==> config.mk <==
export PLATFORM = sky130hd
export DESIGN_NAME = dtrw_channel
export DESIGN_NICKNAME = d
export VERILOG_FILES = /design/src/dtrw_pkg.sv /design/src/dtrw_channel.sv
export VERILOG_INCLUDE_DIRS = /design/src
export SDC_FILE = /design/constraint.sdc
export NUM_CORES = 1
export LEC_CHECK = 0
export BUFFER_PORTS_ARGS = -buffer_cell sky130_fd_sc_hd__buf_2
export CAP_MARGIN = 20
export CORE_MARGIN = 2
export CORE_UTILIZATION = 46
export DETAILED_ROUTE_END_ITERATION = 16
export GPL_TIMING_DRIVEN = 0
export PLACE_DENSITY = 0.66
export SLEW_MARGIN = 0
export SYNTH_ARGS = -nofsm -noshare
export SYNTH_HDL_FRONTEND = slang
export SYNTH_SLANG_ARGS = --single-unit
==> constraint.sdc <==
create_clock -name i_clk -period 3.1 [get_ports i_clk]
set_clock_uncertainty 0.15 [all_clocks]
set_input_delay 0.62 -clock i_clk [delete_from_list [all_inputs] [get_ports i_clk]]
set_output_delay 0.62 -clock i_clk [all_outputs]
set_load 0.05 [all_outputs]
==> src/dtrw_map.svh <==
// Overview of operation
// - latch 8-bit track address during writes
// - low 4 bits to Y, next 3 to X
// - top address bit selects disc surface
// - spared address drives spare lines instead
// - write command records preamble before data
// - five-cell postamble follows last data bit
// - postamble comes from delayed write enable
// - MFM pulse mid-cell for 1, boundary for 0
// - boundary pulse only between two zeros
// - not ready clears delay, drops write current
// - illegal address blocks writing, ready unaffected
// - write command and data honoured only when unit selected
// - preamble serializer low for 1, high for 0
// - preamble bits never reach read data
// - threshold preset at once, separator after 9
// - oscillator tracks write clock, restarts on data
// - x4 oscillator divided to x2 and x1
// - read pulses delayed half cell before latch
// - phase compare samples only with latched pulse
// - deglitch on inverted x2, NRZ on x1
// - flag zero ends preamble, enables read clock
// - read clock only during a read
// - peak gate five bits, then hold threshold
// - ready needs all five monitored conditions
`ifndef DTRW_MAP_SVH
`define DTRW_MAP_SVH
`define DTRW_CLK_NS      100
`define DTRW_CELL_NS     400
`define DTRW_CELL_CYC    (`DTRW_CELL_NS / `DTRW_CLK_NS)
`define DTRW_PRE_LEN     16
`define DTRW_POST_CELLS  5
`define DTRW_SEP_CELLS   9
`define DTRW_PEAK_CELLS  5
`define DTRW_HALF_CYC    (`DTRW_CELL_CYC / 2)
`define DTRW_PH_MID      2'h2
`define DTRW_PH_LAST     2'h3
`define DTRW_ADDR_W      8
`endif

==> src/dtrw_pkg.sv <==
package dtrw_pkg;
  typedef enum logic [3:0] {
    W_IDLE = 4'h1,
    W_PRE  = 4'h2,
    W_DATA = 4'h4,
    W_POST = 4'h8
  } dtrw_wr_state_t;
  typedef enum logic [4:0] {
    R_IDLE   = 5'h01,
    R_PRESET = 5'h02,
    R_HALT   = 5'h04,
    R_LOCK   = 5'h08,
    R_DATA   = 5'h10
  } dtrw_rd_state_t;
endpackage

==> src/dtrw_channel.sv <==
`timescale 1ns/1ns
`default_nettype none
`include "dtrw_map.svh"
module dtrw_channel #(
  parameter int PRE_LEN = `DTRW_PRE_LEN
) (
  input  wire logic        i_clk,
  input  wire logic        i_nrst,
  input  wire logic        i_unit_sel,
  input  wire logic [7:0]  i_track_addr_in,
  input  wire logic        i_spare_en,
  input  wire logic [6:0]  i_spare_addr,
  input  wire logic [2:0]  i_spare_x_sel,
  input  wire logic        i_spare_y_sel,
  input  wire logic        i_write_cmd,
  input  wire logic        i_wr_clk,
  input  wire logic        i_wr_data,
  input  wire logic        i_read_cmd,
  input  wire logic        i_raw_read_pulses,
  input  wire logic [2:0]  i_supply_ok,
  input  wire logic        i_at_speed,
  input  wire logic        i_bus_term,
  input  wire logic        i_illegal_addr,
  output logic [7:0]       o_x_lines,
  output logic [15:0]      o_y_lines,
  output logic [7:0]       o_spare_x,
  output logic [1:0]       o_spare_y,
  output logic             o_surface_select_bit,
  output logic             o_wr_buf_ready,
  output logic             o_preamble_ser_n,
  output logic             o_write_pulse,
  output logic             o_write_current,
  output logic             o_threshold_diode_gate,
  output logic             o_threshold_switch_on,
  output logic             o_threshold_hold,
  output logic             o_separator_enable,
  output logic             o_osc_halt_restart,
  output logic             o_separator_pretrack_clock,
  output logic             o_sep_clk_x2,
  output logic             o_sep_clk_x1,
  output logic             o_phase_sample,
  output logic             o_deglitched_read_bits,
  output logic             o_rd_data,
  output logic             o_rd_clk,
  output logic             o_rd_clk_en,
  output logic             o_ready_n,
  output logic             o_illegal_out
);

  // -----------------------------------------------
  // helpers
  // -----------------------------------------------
  function automatic logic [15:0] onehot16(input logic [3:0] v);
    onehot16 = 16'h0001 << v;
  endfunction

  // -----------------------------------------------
  // pin synchronisers
  // -----------------------------------------------
  localparam int SW = 32;
  logic [SW-1:0] pin_raw;
  logic [SW-1:0] sy1_q;
  logic [SW-1:0] sy2_q;
  assign pin_raw = {i_unit_sel, i_track_addr_in, i_write_cmd, i_wr_clk,
                    i_wr_data, i_read_cmd, i_raw_read_pulses, i_supply_ok,
                    i_at_speed, i_bus_term, i_illegal_addr, i_spare_en,
                    i_spare_y_sel, i_spare_x_sel, i_spare_addr};

  // two flops per pin input
  always_ff @(posedge i_clk or negedge i_nrst) begin
    if (!i_nrst) begin
      sy1_q <= '0;
      sy2_q <= '0;
    end else begin
      sy1_q <= pin_raw;
      sy2_q <= sy1_q;
    end
  end

  logic       s_sel;
  logic [7:0] s_addr;
  logic       s_wcmd;
  logic       s_wclk;
  logic       s_wdat;
  logic       s_rcmd;
  logic       s_rpls;
  logic [4:0] s_mon;
  logic       s_ill;
  logic       s_spen;
  logic       s_spy;
  logic [2:0] s_spx;
  logic [6:0] s_spa;
  assign {s_sel, s_addr, s_wcmd, s_wclk, s_wdat, s_rcmd, s_rpls, s_mon,
          s_ill, s_spen, s_spy, s_spx, s_spa} = sy2_q;

  // -----------------------------------------------
  // edge detect and status
  // -----------------------------------------------
  logic wclk_d1_q;
  logic rpls_d1_q;
  logic wclk_rise;
  logic rpls_rise;
  logic rdy_ok;
  assign wclk_rise = s_wclk & ~wclk_d1_q;
  assign rpls_rise = s_rpls & ~rpls_d1_q;
  assign rdy_ok    = &s_mon;

  always_ff @(posedge i_clk or negedge i_nrst) begin
    if (!i_nrst) begin
      wclk_d1_q <= 1'b0;
      rpls_d1_q <= 1'b0;
    end else begin
      wclk_d1_q <= s_wclk;
      rpls_d1_q <= s_rpls;
    end
  end

  // ready and illegal status outputs
  always_ff @(posedge i_clk or negedge i_nrst) begin
    if (!i_nrst) begin
      o_ready_n     <= 1'b1;
      o_illegal_out <= 1'b0;
    end else begin
      o_ready_n     <= ~rdy_ok;
      o_illegal_out <= s_ill;
    end
  end

  // -----------------------------------------------
  // cell phase counter (x4 oscillator)
  // -----------------------------------------------
  dtrw_pkg::dtrw_wr_state_t ws_q;
  dtrw_pkg::dtrw_rd_state_t rs_q;
  logic [1:0] ph_q;
  logic [1:0] ph_d;
  logic       tick;
  logic [1:0] dly_q;
  logic       dly_pls;
  logic       sep_on;
  assign tick    = (ph_q == `DTRW_PH_LAST);
  assign dly_pls = dly_q[1];
  assign sep_on  = (rs_q == dtrw_pkg::R_LOCK) || (rs_q == dtrw_pkg::R_DATA);

  // phase next value: pretrack, halt, in-phase restart
  always_comb begin
    ph_d = ph_q + 2'h1;
    if (rs_q == dtrw_pkg::R_HALT) begin
      ph_d = dly_pls ? 2'h0 : ph_q;
    end else if (sep_on) begin
      if (dly_pls) begin
        ph_d = 2'h0;
      end
    end else if (wclk_rise) begin
      ph_d = 2'h0;
    end
  end

  // divided clocks and pretrack strobe
  always_ff @(posedge i_clk or negedge i_nrst) begin
    if (!i_nrst) begin
      ph_q                       <= 2'h0;
      o_sep_clk_x2               <= 1'b0;
      o_sep_clk_x1               <= 1'b0;
      o_separator_pretrack_clock <= 1'b0;
    end else begin
      ph_q                       <= ph_d;
      o_sep_clk_x2               <= ph_d[0];
      o_sep_clk_x1               <= ph_d[1];
      o_separator_pretrack_clock <= wclk_rise & ~o_separator_enable;
    end
  end

  // -----------------------------------------------
  // address latch and head matrix
  // -----------------------------------------------
  logic [7:0] addr_q;
  logic       spare_hit;
  logic [15:0] xh;
  assign spare_hit = s_spen && (addr_q[6:0] == s_spa);
  assign xh        = onehot16({1'b0, addr_q[6:4]});

  // hold address while a write is in progress
  always_ff @(posedge i_clk or negedge i_nrst) begin
    if (!i_nrst) begin
      addr_q <= 8'h00;
    end else if (ws_q == dtrw_pkg::W_IDLE) begin
      addr_q <= s_addr;
    end
  end

  // normal or spare line drive
  always_ff @(posedge i_clk or negedge i_nrst) begin
    if (!i_nrst) begin
      o_x_lines            <= 8'h00;
      o_y_lines            <= 16'h0000;
      o_spare_x            <= 8'h00;
      o_spare_y            <= 2'h0;
      o_surface_select_bit <= 1'b0;
    end else begin
      o_surface_select_bit <= addr_q[7];
      if (spare_hit) begin
        o_x_lines <= 8'h00;
        o_y_lines <= 16'h0000;
        o_spare_x <= 8'h01 << s_spx;
        o_spare_y <= s_spy ? 2'h2 : 2'h1;
      end else begin
        o_x_lines <= xh[7:0];
        o_y_lines <= onehot16(addr_q[3:0]);
        o_spare_x <= 8'h00;
        o_spare_y <= 2'h0;
      end
    end
  end

  // -----------------------------------------------
  // two-entry write data buffer
  // -----------------------------------------------
  logic [1:0] buf_q;
  logic [1:0] cnt_q;
  logic       wp_q;
  logic       rp_q;
  logic       push;
  logic       pop;
  logic       buf_vld;
  logic       wr_act;
  logic       cmd_act;
  assign cmd_act = s_sel & s_wcmd;
  assign wr_act  = (ws_q == dtrw_pkg::W_PRE) || (ws_q == dtrw_pkg::W_DATA);
  assign buf_vld = (cnt_q != 2'h0);
  assign push    = wr_act & s_sel & wclk_rise & (cnt_q != 2'h2);
  assign pop     = (ws_q == dtrw_pkg::W_DATA) & tick & buf_vld;

  always_ff @(posedge i_clk or negedge i_nrst) begin
    if (!i_nrst) begin
      buf_q <= 2'h0;
      wp_q  <= 1'b0;
      rp_q  <= 1'b0;
      cnt_q <= 2'h0;
    end else begin
      if (push) begin
        buf_q[wp_q] <= s_wdat;
        wp_q        <= ~wp_q;
      end
      if (pop) begin
        rp_q <= ~rp_q;
      end
      if (ws_q == dtrw_pkg::W_IDLE) begin
        cnt_q <= 2'h0;
        wp_q  <= 1'b0;
        rp_q  <= 1'b0;
      end else begin
        cnt_q <= cnt_q + {1'b0, push} - {1'b0, pop};
      end
    end
  end

  // ready goes low when full, so the controller holds its clock
  always_ff @(posedge i_clk or negedge i_nrst) begin
    if (!i_nrst) begin
      o_wr_buf_ready <= 1'b0;
    end else begin
      o_wr_buf_ready <= wr_act && !(cnt_q == 2'h2 ||
                        (cnt_q == 2'h1 && push && !pop));
    end
  end

  // -----------------------------------------------
  // write sequencer
  // -----------------------------------------------
  logic [7:0] pre_cnt_q;
  logic [4:0] chain_q;
  logic       cur_q;
  logic       prev_q;
  logic       wen;
  logic       gate;
  logic       pre_last;
  assign wen      = wr_act;
  assign gate     = wen | (|chain_q);
  assign pre_last = (pre_cnt_q == 8'(PRE_LEN - 1));

  always_ff @(posedge i_clk or negedge i_nrst) begin
    if (!i_nrst) begin
      ws_q      <= dtrw_pkg::W_IDLE;
      pre_cnt_q <= 8'h00;
      cur_q     <= 1'b0;
      prev_q    <= 1'b0;
    end else if (!rdy_ok) begin
      ws_q <= dtrw_pkg::W_IDLE;
    end else if (tick) begin
      prev_q <= cur_q;
      unique case (ws_q)
        dtrw_pkg::W_IDLE: begin
          cur_q <= 1'b0;
          if (cmd_act && rs_q == dtrw_pkg::R_IDLE) begin
            ws_q      <= dtrw_pkg::W_PRE;
            pre_cnt_q <= 8'h01;
            cur_q     <= (PRE_LEN > 1);
          end
        end
        dtrw_pkg::W_PRE: begin
          cur_q     <= ~pre_last;
          pre_cnt_q <= pre_cnt_q + 8'h01;
          if (pre_last) begin
            ws_q <= dtrw_pkg::W_DATA;
          end
        end
        dtrw_pkg::W_DATA: begin
          cur_q <= buf_vld ? buf_q[rp_q] : 1'b0;
          if (!cmd_act && !buf_vld) begin
            ws_q  <= dtrw_pkg::W_POST;
            cur_q <= 1'b0;
          end
        end
        dtrw_pkg::W_POST: begin
          cur_q <= 1'b0;
          if (chain_q == 5'h00) begin
            ws_q <= dtrw_pkg::W_IDLE;
          end
        end
      endcase
    end
  end

  // write enable delay chain, five cells deep
  always_ff @(posedge i_clk or negedge i_nrst) begin
    if (!i_nrst) begin
      chain_q <= 5'h00;
    end else if (!rdy_ok) begin
      chain_q <= 5'h00;
    end else if (tick) begin
      chain_q <= {chain_q[3:0], wen};
    end
  end

  // MFM encoder and write driver
  always_ff @(posedge i_clk or negedge i_nrst) begin
    if (!i_nrst) begin
      o_write_pulse    <= 1'b0;
      o_write_current  <= 1'b0;
      o_preamble_ser_n <= 1'b1;
    end else begin
      o_write_current  <= gate & rdy_ok & ~s_ill;
      o_preamble_ser_n <= ~((ws_q == dtrw_pkg::W_PRE) & cur_q);
      if (ph_q == `DTRW_PH_MID) begin
        o_write_pulse <= gate & cur_q;
      end else if (ph_q == 2'h0) begin
        o_write_pulse <= gate & ~cur_q & ~prev_q;
      end else begin
        o_write_pulse <= 1'b0;
      end
    end
  end

  // -----------------------------------------------
  // read sequencer
  // -----------------------------------------------
  logic [3:0] rcnt_q;
  logic       rd_req;
  logic       latch_q;
  logic       std_q;
  logic       bit_stb;
  logic       seen_one_q;
  logic       peak_win;
  assign peak_win = (rs_q == dtrw_pkg::R_PRESET) && (rcnt_q < 4'(`DTRW_PEAK_CELLS));
  assign rd_req  = s_sel & s_rcmd;
  assign bit_stb = (ph_q == `DTRW_PH_MID) & sep_on;

  always_ff @(posedge i_clk or negedge i_nrst) begin
    if (!i_nrst) begin
      rs_q       <= dtrw_pkg::R_IDLE;
      rcnt_q     <= 4'h0;
      seen_one_q <= 1'b0;
    end else if (!rd_req) begin
      rs_q       <= dtrw_pkg::R_IDLE;
      rcnt_q     <= 4'h0;
      seen_one_q <= 1'b0;
    end else begin
      unique case (rs_q)
        dtrw_pkg::R_IDLE: begin
          if (ws_q == dtrw_pkg::W_IDLE) begin
            rs_q <= dtrw_pkg::R_PRESET;
          end
        end
        dtrw_pkg::R_PRESET: begin
          if (tick) begin
            rcnt_q <= rcnt_q + 4'h1;
            if (rcnt_q == 4'(`DTRW_SEP_CELLS - 1)) begin
              rs_q <= dtrw_pkg::R_HALT;
            end
          end
        end
        dtrw_pkg::R_HALT: begin
          if (dly_pls) begin
            rs_q <= dtrw_pkg::R_LOCK;
          end
        end
        dtrw_pkg::R_LOCK: begin
          if (bit_stb) begin
            if (std_q) begin
              seen_one_q <= 1'b1;
            end else if (seen_one_q) begin
              rs_q <= dtrw_pkg::R_DATA;
            end
          end
        end
        dtrw_pkg::R_DATA: begin
          rs_q <= dtrw_pkg::R_DATA;
        end
      endcase
    end
  end

  // threshold sampler and separator controls
  always_ff @(posedge i_clk or negedge i_nrst) begin
    if (!i_nrst) begin
      o_threshold_diode_gate <= 1'b0;
      o_threshold_switch_on  <= 1'b0;
      o_threshold_hold       <= 1'b0;
      o_separator_enable     <= 1'b0;
      o_osc_halt_restart     <= 1'b0;
    end else begin
      o_threshold_diode_gate <= peak_win;
      o_threshold_switch_on  <= peak_win;
      o_threshold_hold       <= (rs_q != dtrw_pkg::R_IDLE) && !peak_win;
      o_separator_enable     <= (rs_q != dtrw_pkg::R_IDLE) &&
                                (rs_q != dtrw_pkg::R_PRESET);
      o_osc_halt_restart     <= (rs_q == dtrw_pkg::R_HALT);
    end
  end

  // -----------------------------------------------
  // data separator
  // -----------------------------------------------
  // half-cell delay line on read pulses
  always_ff @(posedge i_clk or negedge i_nrst) begin
    if (!i_nrst) begin
      dly_q <= 2'h0;
    end else begin
      dly_q <= {dly_q[0], rpls_rise};
    end
  end

  // data latch, deglitch and phase sample
  always_ff @(posedge i_clk or negedge i_nrst) begin
    if (!i_nrst) begin
      latch_q        <= 1'b0;
      std_q          <= 1'b0;
      o_phase_sample <= 1'b0;
    end else begin
      if (dly_pls) begin
        latch_q <= 1'b1;
      end else if (ph_q == 2'h1) begin
        latch_q <= 1'b0;
      end
      if (ph_q == 2'h1) begin
        std_q <= latch_q;
      end
      if (dly_pls && sep_on) begin
        o_phase_sample <= ph_q[0];
      end
    end
  end

  // NRZ strobe, read clock gating
  always_ff @(posedge i_clk or negedge i_nrst) begin
    if (!i_nrst) begin
      o_deglitched_read_bits <= 1'b0;
      o_rd_data              <= 1'b0;
      o_rd_clk               <= 1'b0;
      o_rd_clk_en            <= 1'b0;
    end else begin
      o_deglitched_read_bits <= std_q;
      o_rd_clk_en            <= rd_req && (rs_q == dtrw_pkg::R_DATA);
      o_rd_clk               <= rd_req && (rs_q == dtrw_pkg::R_DATA) &&
                                ph_d[1];
      if (bit_stb && rs_q == dtrw_pkg::R_DATA) begin
        o_rd_data <= std_q;
      end else if (rs_q != dtrw_pkg::R_DATA) begin
        o_rd_data <= 1'b0;
      end
    end
  end

endmodule
`default_nettype wire

==> flow_summary_export.csv, run 1 <==
group,metric,value,unit
route,antenna_left,0,
run_status,status,"finished clean",
logic_synthesis,synth_cell_types,57,
logic_synthesis,seq_area_frac_synth,69.1,%
floorplanning,io_pins,88,
critical_path,cp_max_fo,10,
placed_design,place_area,0.00670,sq mm
power,power_density,670,mW/mm^2
critical_path,crit_type,"reg -> reg",
global_routing,antenna_found_initial,0,
logic_synthesis,synth_area,0.00602,sq mm
placed_design,portBuffers,87,
clocking,htreeDepth,4,
sta,fmax,362,MHz
sta,period_share,89.1,%
floorplanning,start_util,47.3,%
route,drt_iter0_markers,391,
sta,timing.final.max_slew_violations,0,
clocking,cts_inserted_buffers,17,
clocking,clockBufferDepth,2,
logic_synthesis,synth_xor_area_share,2.33,%
logic_synthesis,syn_nets,509,
clocking,ctsResizeCount,0,
layout,fillers,1090,
power,peakVddDrop,0.356,mV
clocking,cts_sinks,166,
logic_synthesis,synth_area_leader_cell,"dfrtp_1",
global_routing,grt_pass1_wl,18800,microns
sta,grt_setup_unrepaired,"no",
hold_path,hold_path.class,"in -> async",
logic_synthesis,syn-instance-count,466,
logic_synthesis,synth-adder-area-share,1.87,%
logic_synthesis,yosysWarnings,0,
global_routing,grt_usage,17.2,%
floorplanning,dieArea,0.0140,sq mm
global_routing,grt_max_degree,102,
sta,worst_hold_slack,0.0193,ns
power,total_power,4.91,mW
logic_synthesis,synth.area.top_cells,"dfrtp_1, nand2_1, nor3_1, nor2_1, ha_1",
placed_design,place.gp.congestion,0.861,
layout,area_growth,21.8,%
logic_synthesis,synth_edf_count,0,
clocking,cts-root-buf,"clkbuf_16",
logic_synthesis,synth_top_family_by_area,"simple AND/OR/NAND/NOR gates",
floorplanning,row_count,41,
route,wl,11100,microns
clocking,path_clk_slew,0.06,ns
logic_synthesis,syn_area_per_cell,12.9,sq um
layout,drive_gt1_share,23.9,%
critical_path,crit_path_end_kind,"flop",
global_routing,grt_pass1_vias,3802,
sta,period_needed,2.76,ns
sta,setup_violations,0,
placed_design,hpwlAfterDp,7540,microns
floorplanning,core,0.0127,sq mm
job,maxCapViolCount,0,
logic_synthesis,synth_ff_type,"dfrtp_1",
clocking,postCtsSetupRepairBufs,0,
route,drt-wirelength-per-cell,14.6,microns
sta,hold_violations,0,
power,leakage,3.52,nW
route,drt-pass1-iter-count,4,
logic_synthesis,yosys.area_share.simple,16.4,%
clocking,cts_tree,"done",
floorplanning,die_w,118,microns
critical_path,crit_path_start_kind,"flop",
global_routing,grt_overflow_total,0,
layout,n_antenna_cell,0,
layout,nets,616,
sta,worst_pin_slew,0.858,ns
layout,design_area,0.00733,sq mm
logic_synthesis,synthMuxAreaShare,2.76,%
floorplanning,die_h,118,microns
layout,post-route-util,57.6,%
route,route.detailed.drc,0,
clocking,clk_latency,0.42,ns
clocking,cts_hold_buffers,0,
critical_path,cp.arrival,2.90,ns
sta,slew-limit-headroom,42.0,%
logic_synthesis,netlist.area_leader.share,67.3,%
route,viasPerCell,5.06,
logic_synthesis,synth_seq_cells,166,
critical_path,worst_ep_required_time,3.24,ns
logic_synthesis,synthArstFlopShare,100,%
logic_synthesis,synth_compound_gate_area_share,5.03,%
route,vias,3828,
## registers in the layout, indices dropped and copies added (netlist names), 2 cells and up
name and count:
sy1_q 32, sy2_q 32, o_y_lines 16, addr_q 8
o_spare_x 8, o_x_lines 8, pre_cnt_q 8, chain_q 5
rs_q 5, rcnt_q 4, ws_q 4, buf_q 2
cnt_q 2, dly_q 2, o_spare_y 2
## cell families (layout without fill, tap and decap cells)
logic type      count (synthesis)  after routing
compound gates                 43             43
simple gates                  181            181
fa+ha+maj                       9              9
flops                         166            166
xor+xnor                       16             16
mux                            16             16
buf+inv                        35            154
## power breakdown
group          internal [mW]  switching, mW  total, mW
Sequential              2.27         0.0592       2.33
Combinational          0.116          0.264      0.380
Clock                   1.39          0.813       2.21
## area by class of cell
cell class | instances | area [sq um] | area share (%)
sequential | 166 | 4160 | 56.7
multi-input combinational | 265 | 1710 | 23.3
timing repair buffer | 88 | 469 | 6.40
clock buffer | 21 | 460 | 6.28
tap | 172 | 215 | 2.93
clock inverter | 10 | 169 | 2.30
buffer | 20 | 97.6 | 1.33
inverter | 15 | 56.3 | 0.768
## layout by cell type, fill, tap and decap left out, types with 5 or more instances in the layout
master / count
dfrtp_1: 162
xnor2_1: 11
clkbuf_1: 13
xor2_1: 5
inv_1: 14
clkbuf_16: 17
and2_1: 6
mux2i_1: 11
a22o_1: 7
mux2_2: 5
nor4b_1: 9
nor4_1: 10
buf_2: 89
nand3_1: 6
o21ai_0: 12
nand4_1: 6
nand2b_1: 5
nor2_1: 33
a21oi_1: 5
nand2_1: 48
nor3_1: 26
ha_1: 9
## Yosys cell counts (all sizes together) (3+ instances only)
library cell  number
xnor2             11
dfstp              4
nor4              10
and3               4
nor2b              3
clkbuf            11
o2111ai            3
mux2i             11
nor2              33
xor2               5
a22o               7
nand2b             5
nand2             48
inv               14
nor3              28
a21oi              5
nand3b             3
nor4bb             4
or3                3
o21ai             12
buf                9
mux2               5
ha                 9
and2               6
nor4b              9
nand3              6
or4b               3
nand4              6
dfrtp            162
## through the flow
step,TNS (ns),instances,setup slack [ns]
floorplan,0,466,0.500
global placement,-169.48,725,-1.06
detailed placement,0,726,0.329
CTS,0,757,0.318
global route,0,757,0.0849
finish,0,757,0.338
## critical path, stage by stage (launching register included)
cell,delay [ns]
dfrtp_1,0.42
ha_1,0.35
buf_1,0.53
o211ai_1,0.29
inv_1,0.13
ha_1,0.23
inv_1,0.05
ha_1,0.14
xnor2_1,0.14
xnor2_1,0.15
nor2_1,0.06
## per-layer routing
metal,vias up,share of wire [%],track usage (%)
li1,1834,-,-
met1,1878,46,23.2
met2,100,47,26.0
met3,16,4.9,4.58
met4,0,2.0,7.89
met5,-,0,0
## final timing paths
check                                        from  slack [ns]                      to  cells after the start
min                                        i_nrst        0.02     sy1_q[16]$_DFF_PN0_                      1
min in group i_clk             i_track_addr_in[2]        0.15     sy1_q[25]$_DFF_PN0_                      1
max in group asynchronous                  i_nrst        1.89  o_spare_x[1]$_DFF_PN0_                      2
min reg2reg                   sy1_q[17]$_DFF_PN0_        0.20     sy2_q[17]$_DFF_PN0_                      0
max                        o_sep_clk_x1$_DFF_PN0_        0.34      cnt_q[1]$_DFF_PN0_                     10
max reg2reg                o_sep_clk_x1$_DFF_PN0_        0.34      cnt_q[1]$_DFF_PN0_                     10
No activity file was read; power rests on OpenSTA's default activity.
==> run 2: changes to the inputs <==
--- a/config.mk
+++ b/config.mk
@@ -6,13 +6,12 @@
 export SDC_FILE = /design/constraint.sdc
 export NUM_CORES = 1
 export LEC_CHECK = 0
-export BUFFER_PORTS_ARGS = -buffer_cell sky130_fd_sc_hd__buf_2
 export CAP_MARGIN = 20
 export CORE_MARGIN = 2
 export CORE_UTILIZATION = 46
 export DETAILED_ROUTE_END_ITERATION = 16
+export DONT_BUFFER_PORTS = 1
 export GPL_TIMING_DRIVEN = 0
-export PLACE_DENSITY = 0.66
 export SLEW_MARGIN = 0
 export SYNTH_ARGS = -nofsm -noshare
 export SYNTH_HDL_FRONTEND = slang
==> run 2 against run 1 <==
The run now ends with negative hold slack left. Cell area shrank 7.1%. Sequential cell count is the same. Wire length shrank 2.4%. Clock power shrank 9%.
==> flow_summary_export.csv, run 2 (same netlist as run 1, synthesis figures left out) <==
group,metric,value,unit
sta,setup_violations,0,
power,power_density,682,mW/mm^2
clocking,cts_inserted_buffers,17,
clocking,path_clk_slew,0.06,ns
floorplanning,die_w,118,microns
layout,area_growth,13.1,%
route,drt_iter0_markers,197,
global_routing,grt_overflow_total,0,
sta,setup_tns,0,ns
power,peakVddDrop,0.723,mV
route,route.detailed.drc,0,
critical_path,worst_ep_required_time,3.24,ns
clocking,htreeDepth,4,
layout,design_area,0.00681,sq mm
route,viasPerCell,5.20,
global_routing,grt_pass1_wl,18200,microns
job,maxCapViolCount,0,
critical_path,crit_path_end_kind,"flop",
sta,timing.final.max_slew_violations,0,
layout,post-route-util,53.5,%
sta,worst_hold_slack,-0.253,ns
route,vias,3487,
critical_path,critical_path.cell_chain,"ha_1 > clkbuf_2 > o211ai_1 > inv_1 > ha_1 > inv_1 > ha_1 > xnor2_1 > xnor2_1 > nor2_1",
global_routing,grt_max_degree,167,
clocking,cts-root-buf,"clkbuf_16",
clocking,cts_tree,"done",
sta,hold_violations,166,
sta,period_needed,2.71,ns
floorplanning,start_util,47.3,%
floorplanning,dieArea,0.0140,sq mm
global_routing,antenna_found_initial,0,
sta,slew-limit-headroom,41.3,%
placed_design,hpwlAfterDp,6960,microns
hold_path,hold_path.class,"in -> async",
placed_design,place.gp.congestion,0.821,
layout,n_antenna_cell,0,
clocking,cts_sinks,166,
sta,fmax,369,MHz
placed_design,portBuffers,0,
critical_path,cp_max_fo,10,
route,drt-wirelength-per-cell,16.1,microns
clocking,clockBufferDepth,2,
layout,drive_gt1_share,11.0,%
critical_path,path_common_cell,"ha_1",
sta,grt_setup_unrepaired,"no",
placed_design,placed_cells,638,
layout,final_common_cell,"dfrtp_1",
critical_path,crit_slowest_cell,"dfrtp_1",
run_status,status,"complete, but fails checks",
layout,reg_top3,"sy1_q x32, sy2_q x32, o_y_lines x16",
layout,nets,528,
sta,worst_pin_slew,0.869,ns
sta,period_share,87.5,%
route,drt-pass1-iter-count,4,
floorplanning,core,0.0127,sq mm
clocking,clk_latency,0.42,ns
layout,final_cell_count_no_fill,670,
floorplanning,io_pins,88,
critical_path,crit_type,"reg -> reg",
route,wl,10800,microns
route,antenna_left,0,
power,leakage,3.07,nW
global_routing,grt_usage,16.7,%
floorplanning,die_h,118,microns
placed_design,place_area,0.00623,sq mm
floorplanning,row_count,41,
run_status,violations,"negative hold slack",
layout,final_cell_mix,"dfrtp_1, nand2_1, nor2_1, nor3_1, clkbuf_16",
critical_path,crit_path_start_kind,"flop",
critical_path,cp.arrival,2.85,ns
critical_path,critical_path.max_stage_delay,0.71,ns
global_routing,grt_pass1_vias,3507,
-- run 2: per-layer routing --
metal,share of wire (%),vias to the layer above,GRT usage (%)
li1,-,1657,-
met2,47,62,25.0
met4,0.98,0,5.73
met1,47,1760,23.1
met3,5.0,8,5.60
met5,0,-,0
-- run 2: through the flow --
stage / setup slack, ns / power (mW) / hold WS (ns)
6_report: 0.386 / 4.64 / -0.253
4_1_cts: 0.0937 / 4.70 / -0.273
5_1_grt: 0.102 / 4.83 / -0.277
3_5_place_dp: 0.118 / 2.66 / 0.183
2_1_floorplan: 0.500 / 2.59 / 0.174
3_3_place_gp: 0.169 / 2.65 / 0.182
-- run 2: final timing paths --
check	from	to	slack, ns	cells after the start
setup / recovery	o_sep_clk_x1$_DFF_PN0_	cnt_q[1]$_DFF_PN0_	0.39	10
hold / removal	i_nrst	pre_cnt_q[2]$_DFFE_PN0P_	-0.25	0
setup reg to reg	o_sep_clk_x1$_DFF_PN0_	cnt_q[1]$_DFF_PN0_	0.39	10
hold reg to reg	sy1_q[22]$_DFF_PN0_	sy2_q[22]$_DFF_PN0_	0.19	0
max in group asynchronous	i_nrst	rs_q[0]$_DFFE_PN1P_	2.83	0
min in group i_clk	i_supply_ok[2]	sy1_q[17]$_DFF_PN0_	0.07	0
-- run 2: cell type report --
type	instances	area, sq um
Buffer	20	98.8
Clock buffer	20	457
Clock inverter	12	116
Fill cell	1135	5910
Inverter	15	56.3
Multi-Input combinational cell	265	1710
Sequential cell	166	4160
Tap cell	172	215
-- run 2: where the power goes --
group	total [mW]	switching (mW)	internal [mW]	leakage [nW]
registers	2.44	0.173	2.26	2.10
logic	0.182	0.104	0.0775	0.694
clock network	2.02	0.864	1.16	0.272
-- run 2: critical path, delay by kind of cell, from the launching register on --
family	cells	cell delay (ns)
DFF	1	0.71
and+or+nand+nor	1	0.06
AOI/OAI and AO/OA	1	0.20
buffers and inverters	3	0.47
adders and majority gates	3	0.71
xor gates and xnor gates	2	0.27
-- run 2: timing repair --
action                                  4_1_cts  5_1_grt
resized for setup                             0        1
buffers inserted                              0        0
endpoints found under the hold margin       166      166
endpoints found under the setup margin        0        1
==> run 3: changes to the inputs <==
==> constraint.sdc (replaced) <==
create_clock -name i_clk -period 2.7 [get_ports i_clk]
set_clock_uncertainty 0.15 [all_clocks]
set_input_delay 0.54 -clock i_clk [delete_from_list [all_inputs] [get_ports i_clk]]
set_output_delay 0.54 -clock i_clk [all_outputs]
set_load 0.05 [all_outputs]
==> run 3 against run 2 <==
The run still ends with negative hold slack left. Utilization increased by 2.6 points. Cell count increased by 4.8%. Maximum frequency increased by 9.8%. Sequential power increased by 15%. Hold slack got worse by 0.081 ns. Power increased by 16%. Critical path depth unchanged. Cell area increased by 4.9%. Combinational power increased by 36%. Count of clock-buffer cells in the layout unchanged. Via count increased by 3.8%. Critical path type unchanged. Largest cell class unchanged.
==> flow_summary_export.csv, run 3 (same netlist as run 1, synthesis figures left out) <==
group,metric,value,unit
run_status,status,"complete, but fails checks",
placed_design,place_area,0.00623,sq mm
sta,period_needed,2.47,ns
critical_path,crit_slowest_cell,"dfrtp_2",
layout,reg_top3,"sy1_q x32, sy2_q x32, o_y_lines x16",
critical_path,cp.arrival,2.61,ns
sta,fmax,405,MHz
critical_path,r2r_start,"ph_q[0]$_DFFE_PN0P_",
global_routing,grt_pass1_wl,18800,microns
floorplanning,die_w,118,microns
critical_path,path_common_cell,"ha_1",
run_status,violations,"negative hold slack",
layout,final_cell_mix,"dfrtp_1, nand2_1, nor2_1, dlygate4sd3_1, nor3_1",
power,peakVddDrop,0.841,mV
global_routing,grt_pass1_vias,3655,
global_routing,grt_usage,17.2,%
layout,final_common_cell,"dfrtp_1",
clocking,cts_sinks,166,
global_routing,antenna_found_initial,0,
critical_path,crit_path_start_kind,"flop",
placed_design,portBuffers,0,
placed_design,hpwlAfterDp,6960,microns
layout,n_antenna_cell,0,
route,antenna_left,0,
job,maxCapViolCount,0,
clocking,cts_tree,"done",
floorplanning,row_count,41,
critical_path,crit_type,"reg -> reg",
critical_path,cp_max_fo,10,
placed_design,placed_cells,638,
floorplanning,die_h,118,microns
route,drt-pass1-iter-count,4,
hold_path,hold_path.class,"in -> async",
critical_path,cp_top_family,"adder cells",
floorplanning,io_pins,88,
power,power_density,753,mW/mm^2
critical_path,critical_path.cell_chain,"ha_1 > clkbuf_4 > o211ai_1 > inv_1 > ha_1 > inv_1 > ha_1 > xnor2_1 > xnor2_1 > nor2_1",
sta,hold_violations,166,
sta,worst_pin_slew,0.856,ns
sta,grt_setup_unrepaired,"no",
sta,setup_tns,0,ns
clocking,cts_hold_buffers,32,
sta,worst_hold_slack,-0.334,ns
clocking,clk_latency,0.42,ns
route,vias,3618,
sta,period_share,91.6,%
critical_path,critical_path.max_stage_delay,0.54,ns
critical_path,rrSetupSlack,0.23,ns
sta,setup_violations,0,
clocking,cts_inserted_buffers,17,
critical_path,crit_path_end_kind,"flop",
global_routing,grt_max_degree,167,
sta,timing.final.max_slew_violations,0,
placed_design,place.gp.congestion,0.821,
layout,nets,560,
clocking,path_clk_slew,0.06,ns
layout,area_growth,18.6,%
critical_path,rr_worst_depth,10,
critical_path,worst_ep_required_time,2.84,ns
critical_path,regToRegEndpoint,"cnt_q[1]$_DFF_PN0_",
clocking,clockBufferDepth,2,
critical_path,crit_start,"ph_q[0]$_DFFE_PN0P_",
clocking,cts-root-buf,"clkbuf_16",
floorplanning,start_util,47.3,%
sta,slew-limit-headroom,42.1,%
route,drt-wirelength-per-cell,15.9,microns
power,leakage,3.20,nW
critical_path,crit_buf_inv,3,
route,drt_iter0_markers,225,
clocking,htreeDepth,4,
global_routing,grt_overflow_total,0,
layout,drive_gt1_share,10.9,%
route,route.detailed.drc,0,
floorplanning,core,0.0127,sq mm
layout,final_cell_count_no_fill,702,
route,viasPerCell,5.15,
layout,design_area,0.00714,sq mm
floorplanning,dieArea,0.0140,sq mm
route,wl,11200,microns
## run 3: changes by cell type in the layout (fill, tap and decap cells not counted)
cell and delta:
dlygate4sd3_1 +32, dfrtp_1 -2, dfrtp_2 +2, clkbuf_2 -1, clkbuf_4 +1, nor4b_1 -1
nor4b_2 +1
## run 3: layout make-up
cell class | count | area [sq um]
clock inverter | 12 | 116
fill | 1100 | 5580
tap | 172 | 215
clock buffer | 20 | 457
inverter | 15 | 56.3
buffer | 20 | 101
timing repair buffer | 32 | 320
multi-input combinational | 265 | 1710
sequential | 166 | 4160
## run 3: how the worst max path moves through the flow
stage,to,slack [ns],depth (start not counted)
floorplan,cnt_q[1]$_DFF_PN0_,0.10,10
global placement,cnt_q[1]$_DFF_PN0_,-0.23,10
detailed placement,cnt_q[1]$_DFF_PN0_,-0.28,10
CTS,cnt_q[1]$_DFF_PN0_,0.009,10
global route,cnt_q[1]$_DFF_PN0_,0.04,10
finish,cnt_q[1]$_DFF_PN0_,0.23,10
## run 3: per-stage QoR
step | setup WS (ns) | power (mW) | hold WS (ns) | util, %
after floorplan | 0.100 | 2.98 | 0.0944 | -
after global placement | -0.231 | 3.04 | 0.102 | 49.0
after detailed placement | -0.282 | 3.05 | 0.103 | 49.0
after CTS | 0.00891 | 5.43 | -0.353 | 56.1
after global routing | 0.0407 | 5.59 | -0.359 | 56.1
final | 0.228 | 5.38 | -0.334 | 56.1
## run 3: power breakdown
group / internal [mW] / switching, mW / total, mW
Clock: 1.33 / 0.997 / 2.33
Sequential: 2.60 / 0.199 / 2.80
Combinational: 0.121 / 0.126 / 0.248
## run 3: worst reg2reg max path, delay by kind of cell (launching register included)
kind,cells,cell delay (ns)
adder cells (fa/ha/maj),3,0.77
AND/OR/NAND/NOR,1,0.06
XOR/XNOR,2,0.31
buffers and inverters,3,0.34
AO/OA/AOI/OAI,1,0.19
flip-flops,1,0.54
## run 3: timing repair
| item | CTS | global route |
|---|---|---|
| endpoints found under the hold margin | 198 | 166 |
| endpoints found under the setup margin | 2 | 2 |
| setup buffers | 0 | 0 |
| gates resized for setup | 3 | 2 |
## run 3: per-layer routing
| metal | track usage [%] | vias to the layer above | wire [microns] | share of wire, % |
|---|---|---|---|---|
| met2 | 25.9 | 75 | 5370 | 48 |
| met4 | 5.95 | 0 | 129 | 1.2 |
| li1 | - | 1722 | - | - |
| met5 | 0 | - | 0 | 0 |
| met3 | 5.55 | 11 | 465 | 4.2 |
| met1 | 23.5 | 1810 | 5190 | 46 |
